===== config.mk =====
export PLATFORM = sky130hd
export DESIGN_NAME = crs_top
export DESIGN_NICKNAME = d
export VERILOG_FILES = /design/src/verilog/crs_pkg.sv /design/src/verilog/crs_sync2.sv /design/src/verilog/crs_timer.sv /design/src/verilog/crs_top.sv
export VERILOG_INCLUDE_DIRS = /design/src /design/src/verilog
export SDC_FILE = /design/constraint.sdc
export NUM_CORES = 1
export LEC_CHECK = 0
export ABC_CLOCK_PERIOD_IN_PS = 2200
export BUFFER_PORTS_ARGS = -buffer_cell sky130_fd_sc_hd__buf_4
export CAP_MARGIN = 25
export CORE_MARGIN = 2
export CORE_UTILIZATION = 50
export DETAILED_ROUTE_END_ITERATION = 10
export GPL_TIMING_DRIVEN = 0
export PLACE_DENSITY = 0.76
export SLEW_MARGIN = 20
export SYNTH_ARGS = -nofsm -noshare
export SYNTH_HDL_FRONTEND = slang
export SYNTH_HIERARCHICAL = 1
export SYNTH_SLANG_ARGS = --single-unit

===== constraint.sdc =====
create_clock -name i_clk -period 2.2 [get_ports i_clk]
set_clock_uncertainty 0.1 [all_clocks]
set_input_delay 0.11 -clock i_clk [delete_from_list [all_inputs] [get_ports i_clk]]
set_output_delay 0.11 -clock i_clk [all_outputs]
set_load 0.01 [all_outputs]

===== src/verilog/crs_defs.svh =====
// Register offsets, field positions, reset values and boot addresses of the reset block.
`ifndef CRS_DEFS_SVH
`define CRS_DEFS_SVH
`define CRS_ADDR_W        8
`define CRS_OFF_CTRL      8'h00
`define CRS_OFF_CACHE     8'h04
`define CRS_OFF_DEBUG     8'h08
`define CRS_OFF_PEND      8'h0C
`define CRS_OFF_COUNT     8'h10
`define CRS_OFF_COMPARE   8'h14
`define CRS_OFF_ISTAT     8'h18
`define CRS_OFF_IMASK     8'h1C
`define CRS_CTRL_ERL      0
`define CRS_CTRL_EXL      1
`define CRS_CTRL_BEV      2
`define CRS_CTRL_SR       3
`define CRS_CTRL_TS       4
`define CRS_CTRL_NMI      5
`define CRS_CTRL_RP       6
`define CRS_CTRL_RST      7'h0D
`define CRS_CACHE_UNCACHED 3'h2
`define CRS_CACHE_RST     9'h092
`define CRS_DBG_DM        0
`define CRS_DBG_RST       5'h00
`define CRS_PEND_WATCH    0
`define CRS_PEND_SW_LO    1
`define CRS_IRQ_TIMER     0
`define CRS_IRQ_SOFTRST   1
`define CRS_IRQ_WDT       2
`define CRS_BOOT_VA       32'hBFC00000
`define CRS_BOOT_PA       32'h1FC00000
`endif


===== src/verilog/crs_pkg.sv =====
// Types shared by the reset block modules.
package crs_pkg;
  typedef enum logic [2:0] {
    CRS_ST_RESET = 3'h1,
    CRS_ST_FETCH = 3'h2,
    CRS_ST_RUN   = 3'h4
  } crs_state_t;

  typedef struct packed {
    logic s1;
    logic s2;
  } crs_sync_t;

  typedef struct packed {
    logic [31:0] count;
    logic [31:0] compare;
    logic        match;
  } crs_tmr_t;
endpackage


===== src/verilog/crs_sync2.sv =====
// Two flip-flop synchroniser for a single level.
`timescale 1ns/1ps
`default_nettype none
module crs_sync2 #(
  parameter logic RST_VAL = 1'b0
) (
  input  wire logic i_clk,   // core clock
  input  wire logic i_rst_b, // async reset, active low
  input  wire logic i_async, // level from outside the domain
  output logic      o_sync   // synchronised level
);
  crs_pkg::crs_sync_t q;
  crs_pkg::crs_sync_t d;

  always_comb begin
    d    = q;
    d.s1 = i_async;
    d.s2 = q.s1;
  end

  always_ff @(posedge i_clk or negedge i_rst_b) begin
    if (!i_rst_b) begin
      q <= '{s1: RST_VAL, s2: RST_VAL};
    end else begin
      q <= d;
    end
  end

  assign o_sync = q.s2;
endmodule // crs_sync2
`default_nettype wire


===== src/verilog/crs_timer.sv =====
// Tick counter and tick match register with a one-cycle match pulse.
`timescale 1ns/1ps
`default_nettype none
module crs_timer (
  input  wire logic        i_clk,    // core clock
  input  wire logic        i_rst_b,  // async reset, active low
  input  wire logic        i_cnt_we, // load the tick counter
  input  wire logic        i_cmp_we, // load the tick match value
  input  wire logic [31:0] i_wdata,  // load value
  output logic      [31:0] o_count,  // tick counter
  output logic      [31:0] o_compare,// tick match value
  output logic             o_match   // pulse, counter equals match
);
  crs_pkg::crs_tmr_t q;
  crs_pkg::crs_tmr_t d;

  // The counter and match value are left untouched by soft resets on
  // purpose: firmware owns them and reloads them before use.
  always_comb begin
    d         = q;
    d.count   = q.count + 32'h00000001;
    if (i_cnt_we) begin
      d.count = i_wdata;
    end
    if (i_cmp_we) begin
      d.compare = i_wdata;
    end
    d.match   = (d.count == d.compare) && !i_cmp_we; // RL5
  end

  always_ff @(posedge i_clk or negedge i_rst_b) begin
    if (!i_rst_b) begin
      q <= '{count: 32'h00000000, compare: 32'hFFFFFFFF, match: 1'b0};
    end else begin
      q <= d;
    end
  end

  assign o_count   = q.count;
  assign o_compare = q.compare;
  assign o_match   = q.match;
endmodule // crs_timer
`default_nettype wire


===== src/verilog/crs_top.sv =====
// Core reset and initialisation logic with tick timer and register port.
//
// Chosen here: the register addresses and the address-and-strobe port.
`timescale 1ns/1ps
`include "crs_defs.svh"
`default_nettype none
// Rules from the document
// RL1 - General register zero always reads back as zero.
// RL2 - Watch and soft requests survive reset; blocked while either level flag is set; here only soft reset keeps them, power-up clears them.
// RL3 - Firmware clears watch and soft requests before leaving boot code.
// RL4 - Firmware programs the three cache modes; they reset to uncached 010.
// RL5 - Timer interrupt raised when tick counter equals tick match value.
// RL6 - Any write to tick match clears a pending timer interrupt; here a tick match pulse in the same cycle keeps it set.
// RL7 - A mask bit keeps the timer interrupt from the processor.
// RL8 - Firmware loads the tick counter before the tick match value.
// RL9 - Firmware writes registers before reading; masks bits it never set.
// RL10 - Firmware sets up the bus matrix before user mode or data RAM execution.
// RL11 - Reset sets only the minimal state to run unmapped uncached code.
// RL12 - Asserting the external clear pin forces a soft reset.
// RL13 - Soft reset is handled exactly like power-up reset; here it keeps pending requests, masks and timer, which power-up clears.
// RL14 - Reset sets boot vector, soft reset, error level; clears shutdown, NMI, power.
// RL15 - Reset clears debug bits; debug mode follows the debug boot option.
// RL16 - Reset aborts every bus transaction and resets the memory state machines.
// RL17 - First fetch goes to the boot vector unless booting into debug.
// RL18 - Watchdog timeout outside sleep forces the reset values.
// RL19 - Reset values apply on the clock; first fetch in cycle after release. After power-up the clear pin hold delays the first fetch by two more cycles.
module crs_top #(
  parameter logic [31:0] DBG_BOOT_VA = 32'h00000000
) (
  input  wire logic        i_clk,         // core clock, 25 MHz
  input  wire logic        i_rst_b,       // power-up reset, active low
  input  wire logic        i_clear_pin_b, // external clear pin, active low
  input  wire logic        i_debug_boot,  // debug boot strap pin
  input  wire logic [7:0]  i_cfg_static,  // static configuration inputs
  input  wire logic        i_wdt_timeout, // watchdog timeout pulse
  input  wire logic        i_sleep,       // core is in sleep
  input  wire logic        i_watch_hit,   // watch point hit pulse
  input  wire logic [4:0]  i_gpr_sel,     // general register index
  input  wire logic [31:0] i_gpr_data,    // raw register file data
  input  wire logic [7:0]  i_addr,        // register address
  input  wire logic [31:0] i_wdata,       // register write data
  input  wire logic        i_we,          // register write strobe
  input  wire logic        i_re,          // register read strobe
  output logic      [31:0] o_rdata,       // register read data
  output logic      [31:0] o_gpr_rdata,   // general register read data
  output logic             o_bus_abort,   // hold bus and memory in reset
  output logic             o_fetch_req,   // first fetch request pulse
  output logic      [31:0] o_fetch_addr,  // first fetch virtual address
  output logic             o_watch_exc,   // watch exception request
  output logic      [1:0]  o_swint_exc,   // soft interrupt requests
  output logic             o_debug_mode,  // debug mode flag
  output logic             o_irq          // unmasked interrupt level
);
  typedef struct packed {
    crs_pkg::crs_state_t st;
    logic [6:0]  ctrl;
    logic [8:0]  cache;
    logic [7:0]  cfg_in;
    logic [4:0]  dbg;
    logic [2:0]  pend;
    logic [2:0]  istat;
    logic [2:0]  imask;
    logic [31:0] rdata;
    logic [31:0] gpr;
    logic        abort;
    logic        fetch;
    logic [31:0] faddr;
    logic        watch;
    logic [1:0]  swint;
    logic        irq;
  } crs_top_t;

  crs_top_t q;
  crs_top_t d;

  logic        pin_b_s;
  logic        dbg_boot_s;
  logic        soft_rst;
  logic        wdt_rst;
  logic        cnt_we;
  logic        cmp_we;
  logic        tmr_match;
  logic [31:0] tmr_count;
  logic [31:0] tmr_compare;

  // The clear pin leaves reset reading low, which holds the core two more
  // cycles so that the debug strap has passed its synchroniser before use.
  crs_sync2 #(.RST_VAL(1'b0)) u_pin_sync (
    .i_clk   (i_clk),
    .i_rst_b (i_rst_b),
    .i_async (i_clear_pin_b),
    .o_sync  (pin_b_s)
  );

  crs_sync2 #(.RST_VAL(1'b0)) u_dbg_sync (
    .i_clk   (i_clk),
    .i_rst_b (i_rst_b),
    .i_async (i_debug_boot),
    .o_sync  (dbg_boot_s)
  );

  assign cnt_we = i_we && (i_addr == `CRS_OFF_COUNT);
  assign cmp_we = i_we && (i_addr == `CRS_OFF_COMPARE);

  crs_timer u_timer (
    .i_clk     (i_clk),
    .i_rst_b   (i_rst_b),
    .i_cnt_we  (cnt_we),
    .i_cmp_we  (cmp_we),
    .i_wdata   (i_wdata),
    .o_count   (tmr_count),
    .o_compare (tmr_compare),
    .o_match   (tmr_match)
  );

  // A watchdog timeout during sleep wakes the core instead; not handled here.
  assign wdt_rst  = i_wdt_timeout && !i_sleep; // RL18
  assign soft_rst = !pin_b_s || wdt_rst; // RL12

  always_comb begin
    d       = q;
    d.fetch = 1'b0;
    d.rdata = 32'h00000000;
    // Register index zero is forced here so the file itself needs no reset.
    d.gpr   = (i_gpr_sel == 5'h00) ? 32'h00000000 : i_gpr_data; // RL1

    if (i_we) begin
      unique case (i_addr)
        `CRS_OFF_CTRL: begin
          d.ctrl[`CRS_CTRL_ERL] = i_wdata[`CRS_CTRL_ERL];
          d.ctrl[`CRS_CTRL_EXL] = i_wdata[`CRS_CTRL_EXL];
          d.ctrl[`CRS_CTRL_BEV] = i_wdata[`CRS_CTRL_BEV];
          d.ctrl[`CRS_CTRL_SR]  = i_wdata[`CRS_CTRL_SR];
          d.ctrl[`CRS_CTRL_NMI] = i_wdata[`CRS_CTRL_NMI];
          d.ctrl[`CRS_CTRL_RP]  = i_wdata[`CRS_CTRL_RP];
        end
        `CRS_OFF_CACHE: d.cache = i_wdata[8:0];
        `CRS_OFF_DEBUG: d.dbg   = i_wdata[4:0];
        `CRS_OFF_PEND:  d.pend  = i_wdata[2:0];
        `CRS_OFF_ISTAT: d.istat = q.istat & ~i_wdata[2:0];
        `CRS_OFF_IMASK: d.imask = i_wdata[2:0];
        default: ;
      endcase
    end
    if (cmp_we) begin
      d.istat[`CRS_IRQ_TIMER] = 1'b0; // RL6
    end

    // Hardware sets are applied after software clears so they win.
    if (tmr_match) begin
      d.istat[`CRS_IRQ_TIMER] = 1'b1; // RL5
    end
    if (i_watch_hit) begin
      d.pend[`CRS_PEND_WATCH] = 1'b1;
    end

    if (i_re) begin
      unique case (i_addr)
        `CRS_OFF_CTRL:    d.rdata = {25'h0000000, q.ctrl};
        `CRS_OFF_CACHE:   d.rdata = {8'h00, q.cfg_in, 7'h00, q.cache};
        `CRS_OFF_DEBUG:   d.rdata = {27'h0000000, q.dbg};
        `CRS_OFF_PEND:    d.rdata = {29'h00000000, q.pend};
        `CRS_OFF_COUNT:   d.rdata = tmr_count;
        `CRS_OFF_COMPARE: d.rdata = tmr_compare;
        `CRS_OFF_ISTAT:   d.rdata = {29'h00000000, q.istat};
        `CRS_OFF_IMASK:   d.rdata = {29'h00000000, q.imask};
        default:          d.rdata = 32'h00000000;
      endcase
    end

    unique case (q.st)
      crs_pkg::CRS_ST_RESET: begin
        d.st    = crs_pkg::CRS_ST_FETCH;
        d.fetch = 1'b1; // RL19
        d.faddr = q.dbg[`CRS_DBG_DM] ? DBG_BOOT_VA : `CRS_BOOT_VA; // RL17
      end
      crs_pkg::CRS_ST_FETCH: d.st = crs_pkg::CRS_ST_RUN;
      crs_pkg::CRS_ST_RUN:   d.st = crs_pkg::CRS_ST_RUN;
      default:               d.st = crs_pkg::CRS_ST_RESET;
    endcase

    // Soft reset takes the same path as power-up; only the minimal state is
    // touched, pending requests and the timer are left for firmware.
    if (soft_rst) begin // RL13
      d.st     = crs_pkg::CRS_ST_RESET;
      d.fetch  = 1'b0;
      d.ctrl   = `CRS_CTRL_RST; // RL14
      d.cache  = `CRS_CACHE_RST; // RL11
      d.cfg_in = i_cfg_static; // RL14
      d.dbg    = `CRS_DBG_RST; // RL15
      d.dbg[`CRS_DBG_DM] = dbg_boot_s; // RL15
      // The power-up hold also passes here; it is no soft reset event, so
      // the soft reset flag is not recorded while the core is still being held.
      if (!q.abort) begin
        d.istat[`CRS_IRQ_SOFTRST] = 1'b1;
      end
      if (wdt_rst) begin
        d.istat[`CRS_IRQ_WDT] = 1'b1;
      end
    end else if (q.st == crs_pkg::CRS_ST_RESET) begin
      d.cfg_in = i_cfg_static; // RL14
      d.dbg[`CRS_DBG_DM] = dbg_boot_s; // RL15
      d.faddr  = dbg_boot_s ? DBG_BOOT_VA : `CRS_BOOT_VA; // RL17
    end

    d.abort = (d.st == crs_pkg::CRS_ST_RESET); // RL16
    d.watch = d.pend[`CRS_PEND_WATCH] &&
              !d.ctrl[`CRS_CTRL_ERL] && !d.ctrl[`CRS_CTRL_EXL]; // RL2
    d.swint = (d.ctrl[`CRS_CTRL_ERL] || d.ctrl[`CRS_CTRL_EXL]) ?
              2'h0 : d.pend[2:1]; // RL2
    d.irq   = |(d.istat & d.imask); // RL7
  end

  // Pending requests come up clear only at power-up; soft resets keep them.
  always_ff @(posedge i_clk or negedge i_rst_b) begin
    if (!i_rst_b) begin
      q <= '{st:     crs_pkg::CRS_ST_RESET,
             ctrl:   `CRS_CTRL_RST,
             cache:  `CRS_CACHE_RST,
             cfg_in: 8'h00,
             dbg:    `CRS_DBG_RST,
             pend:   3'h0,
             istat:  3'h0,
             imask:  3'h0,
             rdata:  32'h00000000,
             gpr:    32'h00000000,
             abort:  1'b1,
             fetch:  1'b0,
             faddr:  `CRS_BOOT_VA,
             watch:  1'b0,
             swint:  2'h0,
             irq:    1'b0};
    end else begin
      q <= d;
    end
  end

  assign o_rdata      = q.rdata;
  assign o_gpr_rdata  = q.gpr;
  assign o_bus_abort  = q.abort;
  assign o_fetch_req  = q.fetch;
  assign o_fetch_addr = q.faddr;
  assign o_watch_exc  = q.watch;
  assign o_swint_exc  = q.swint;
  assign o_debug_mode = q.dbg[`CRS_DBG_DM];
  assign o_irq        = q.irq;
endmodule // crs_top
`default_nettype wire


Yosys cells after proc, flatten, opt, wreduce, memory -nomap -nowiden
Cells that the tools add are included.
{"block": "totals", "reg_bits": 211}
{"block": "classes", "n_addsub": 1, "n_eq_ne": 12, "muxes": 35, "n_bitwise": 3, "n_reduce_logical": 28}
{"cell": "32-bit two-way mux", "n": 8}
{"cell": "32-bit case mux with 8 select lines", "n": 1}
{"cell": "33-bit two-way mux", "n": 1}
{"cell": "32-bit by 1-bit adder with 32-bit output (second input constant)", "n": 1}
{"cell": "32-bit == test", "n": 1}
{"cell": "8-bit by 5-bit == test with 1-bit output (second input constant)", "n": 4}
{"cell": "19-bit two-way mux", "n": 1}
{"cell": "8-bit by 4-bit == test with 1-bit output (second input constant)", "n": 2}
{"cell": "8-bit two-way mux", "n": 2}
{"cell": "14-bit two-way mux", "n": 1}
{"cell": "13-bit two-way mux", "n": 1}
{"cell": "2-bit nonzero test", "n": 5}
{"cell": "3-bit two-way mux", "n": 3}
{"cell": "9-bit two-way mux", "n": 1}
{"cell": "8-bit by 3-bit == test with 1-bit output (second input constant)", "n": 1}
{"cell": "8-bit logical NOT", "n": 1}
{"cell": "1-bit two-way mux", "n": 8}
{"cell": "2-bit two-way mux", "n": 4}
{"cell": "4-bit two-way mux", "n": 2}
{"cell": "2-bit AND reduction", "n": 4}
{"cell": "3-bit bitwise AND", "n": 2}
{"cell": "3-bit by 1-bit == test with 1-bit output (second input constant)", "n": 2}
{"cell": "1-bit logical AND", "n": 6}
{"cell": "3-bit case mux with 2 select lines", "n": 1}
{"cell": "other kinds (10)", "n": 16}

Longest topological paths before layout
{"block": "logic_depth", "ltp_word": 8, "mapped_depth": 15, "mapped_depth_nobuf": 11}

Hierarchy
The synthesis kept the hierarchy.
{"module": "crs_top", "n_inst": 1, "cells_per_inst": 568, "area_each_um2": 6493.7, "seq_area_each_um2": 3549.7}
{"module": "crs_timer", "n_inst": 1, "cells_per_inst": 357, "area_each_um2": 3757.4, "seq_area_each_um2": 1666.6}
{"module": "crs_sync2", "n_inst": 2, "cells_per_inst": 2, "area_each_um2": 50.0, "seq_area_each_um2": 50.0}

Least setup slack after synthesis
No wires, ideal clock.
{"block": "synth_path", "kind": "input to register", "start": "input i_addr[5]", "end": "register u_timer.q, in the netlist u_timer/o_match", "setup_ns": 0.068, "arrival_time_ns": 2.699, "path_slack_ns": -0.666, "cell_stages": 12, "n_path_buf": 4, "path_cell_list": "nor3_4 > and4_1 > buf_4 > buf_6 > and2_1 > buf_2 > buf_1 > mux2_2 > xnor2_1 > o311ai_4 > nor4_1 > and4b_1"}
{"element": "start: declaration", "line": "crs_top.sv:40", "text": "input wire logic [7:0] i_addr,"}
{"element": "end signal: assignment", "line": "crs_timer.sv:33", "text": "q <= '{count: 32'h00000000, compare: 32'hFFFFFFFF, match: 1'b0};"}
{"element": "end: declaration", "line": "crs_timer.sv:14", "text": "crs_pkg::crs_tmr_t q;"}

==> flow_summary.ini <==
[place]
portBuffers = 196
hpwl_mm = 18.5
gp_congestion = 0.942
place_area_sq_um = 12300

[drt]
met2_length_mm = 14.0
antenna_left = 0
vias = 8478
drt_iter0_drc = 604
vias_per_cell = 5.33
route.met3.wl_mm = 2.44
drc = 0
wl_met1_mm = 12.0
top_layer = met4
wl_per_cell_microns = 18.6
wirelength_mm = 29.5
dr.pass1.iters = 5

[timing]
finalHoldViolCount = 0
finalCriticalPeriod_ns = 2.84
fin_crit_sh_pct = 129
setup_violations = 1
layout_setup_ws_ns = -0.637
maxSlewHeadroom_pct = 52.9
grt_setup_unrepaired = yes
worstMarginPinSlew_ns = 0.706
max_freq_ghz = 0.352
maxSlewViolCount = 0

[global_routing]
grt_pass1_wl_mm = 46.3
grt_pass1_vias = 8621
grt_overflow = 0
antenna_found_initial = 0
grt_use_total_pct = 26.8
grt_max_degree = 89

[final_layout]
multiInputGateArea_sq_um = 4360
fill_cells = 1402
area_growth_syn_to_layout_pct = 43.7
final_area_sq_um = 14900
ff_latch_area_sq_um = 5340
drive_above_1_share_pct = 46.0
final_nets = 1396

[clock_tree]
cts_tree = done
ctsHtreeMaxLevel = 1
clock_latency_ns = 0.52
cts_buffers = 24
cts_buffer_depth = 3
numClockSinks = 210
cts_root_buffer = clkbuf_16
clkTransAtPathRegs_ns = 0.06

[run]
cap_violations = 0

[yosys]
avgSynthCellArea_sq_um = 11.1
synth_top_area_cell = dfrtp_1
synth_ff_type = dfrtp_1
synth.cell_area_sq_um = 10400
yosys_warnings = 6
syn_inst = 929
synth_nets = 1024
synth-edff-count = 0
ys_top_cells_by_area = dfrtp_1 (39%), dfstp_2 (12%), buf_4 (7.5%)
yosysSeqAreaShare_pct = 51.4
synth_top_area_share_pct = 38.9
synthArstFlopShare_pct = 100
yosysMostFrequentCell = dfrtp_1
synth_cell_type_count = 74
yosys-top-cells-count = dfrtp_1 (161), buf_4 (103), nor2_1 (72)
synth_seq_cells = 210

[floorplanning]
start_util_pct = 51.0
row_count = 52
ios = 197
die-area_sq_um = 21900
dieWidth_microns = 148
die_h_microns = 148
core_sq_um = 20300

[critical_path]
cp_slowest_cell = or4_4
r2r_setup_slack_ns = -0.64
cpPeakStageDelay_ns = 0.55
crit_type = reg -> reg
crit_start = u_timer/o_count[17]
required_ns = 2.54
cp_data_arrival_time_ns = 3.18
path_cells = nand2_1, or4_4, or4b_4, a31oi_4, xnor2_2, nand2b_1, nor4_4, and4b_1
critPathCaptureType = flop
r2r-start = u_timer/o_count[17]
r2r_cells = 8
path_max_fanout = 6
r2r-end = u_timer/o_match
cp-start-kind = flop

[worst_hold_path]
hold_class = in -> reg
hold_depth = 4
min_to = o_gpr_rdata[3]
min_from = i_gpr_sel[1]

[pwr]
power_frac_seq_pct = 42.2
max-vdd-ir-drop_v = 0.000498
combPwrFrac_pct = 20.2
power_switching_share_pct = 27.2
p_switching_uw = 2890
powerDensity_nw_per_um2 = 714
p_clk_share_pct = 37.6
power.internal_uw = 7740
p_leak_uw = 0.00699
total_power_uw = 10600

[run_status]
status = finished with violations
violations = setup timing
[stage by stage]
| step | instances | hold slack (ns) | setup WS [ns] | setup TNS [ns] | utilization, % |
|---|---|---|---|---|---|
| 2_1_floorplan | 929 | -0.286 | -0.294 | -0.294 | - |
| 3_3_place_gp | 1395 | 0.122 | -1.45 | -92.81 | 60.4 |
| 3_5_place_dp | 1397 | -0.0709 | -1.47 | -10.55 | 60.7 |
| 4_1_cts | 1568 | 0.00311 | -0.551 | -0.551 | 72.0 |
| 5_1_grt | 1589 | 0.0490 | -0.673 | -0.707 | 73.3 |
| 6_report | 1590 | 0.0443 | -0.637 | -0.637 | 73.3 |
[how the worst max path moves through the flow]
stage | to | depth (start not counted) | slack, ns
after floorplan | u_timer/o_match | 13 | -0.29
after global placement | u_timer/o_match | 14 | -1.45
after detailed placement | u_timer/o_match | 14 | -1.47
after CTS | u_timer/o_match | 9 | -0.55
after global routing | u_timer/o_match | 9 | -0.67
final | u_timer/o_match | 8 | -0.64
[routing by layer]
layer	GRT usage (%)	vias up
met3	4.69	69
met1	35.9	4120
met5	0	-
met4	9.43	0
li1	-	3886
met2	44.2	403
[flip-flops by register name (all words and copies together), names as in the netlist]
name and flops:
o_irq 1, u_dbg_sync/o_sync 1, o_bus_abort 1, q 39, u_dbg_sync/d 1, o_debug_mode 1, o_watch_exc 1, o_fetch_addr 32
o_gpr_rdata 32, o_swint_exc 2, u_timer/o_match 1, u_timer/o_count 32, o_rdata 32, u_pin_sync/d 1, u_timer/o_compare 32, u_pin_sync/o_sync 1
[kinds of logic (layout without fill, tap and decap cells)]
kind of cell,count (synthesis),count (layout),share of synthesized area [%]
AOI/OAI and AO/OA,109,109,7.76
xor gates and xnor gates,53,53,4.48
adders and majority gates,1,1,0.121
buffers and inverters,155,545,9.79
DFF,210,210,51.4
muxes,94,94,10.0
other,0,1,0
and+or+nand+nor,307,307,16.4
[layout by cell type, fill, tap and decap left out, types with 5 or more instances in the layout]
master and n:
clkbuf_8 8, nor2_1 70, mux2_4 6, nand2_1 52, xor2_1 22, o21ai_0 13, a31oi_1 5, a21oi_1 12
nand2_2 5, clkbuf_1 14, xnor2_2 5, dlygate4sd3_1 107, nand4_1 15, mux2i_1 28, clkbuf_16 25, nor2b_1 39
nand3_1 14, and2_1 26, mux2_2 57, nand2b_1 7, nor4_2 5, and4_1 5, dfrtp_1 142, inv_1 18
nand3_2 7, xnor2_1 26, buf_2 10, a22oi_1 32, buf_4 335, dfrtp_2 19, dfstp_2 49, buf_6 9
and3_1 6
[area by class of cell]
class                      instances  area share (%)
sequential                       210            35.9
tap                              270            2.27
multi-input combinational        564            29.3
clock buffer                      35            4.86
buffer                           136            6.78
clock inverter                     9           0.555
timing repair buffer             347            19.9
inverter                          18           0.454
antenna                            1          0.0168
[worst max-delay path, delay by kind of cell, from the launching register on]
family,cells,cell delay (ns)
AOI/OAI and AO/OA,1,0.21
DFF,1,0.42
and+or+nand+nor,6,1.90
xor gates and xnor gates,1,0.16
[repair_timing]
action                                 in CTS  in global routing
buffers inserted                           20                 21
pin swaps                                  18                 23
endpoints found under the hold margin     314                  0
setup endpoints to repair                  10                  5
hold buffers                              108                  0
gates resized for setup                    52                 27
[power by group through the flow]
| stage | Combinational [uW] | Sequential (uW) | Clock, uW |
|---|---|---|---|
| 3_3_place_gp | 1460 | 4530 | 0 |
| 5_1_grt | 2290 | 4520 | 4230 |
| 6_report | 2150 | 4490 | 3990 |
| 3_5_place_dp | 1510 | 4540 | 0 |
| 4_1_cts | 1860 | 4490 | 4050 |
| 2_1_floorplan | 930 | 4450 | 0 |
Note: power is estimated with default switching activity, not from simulation.
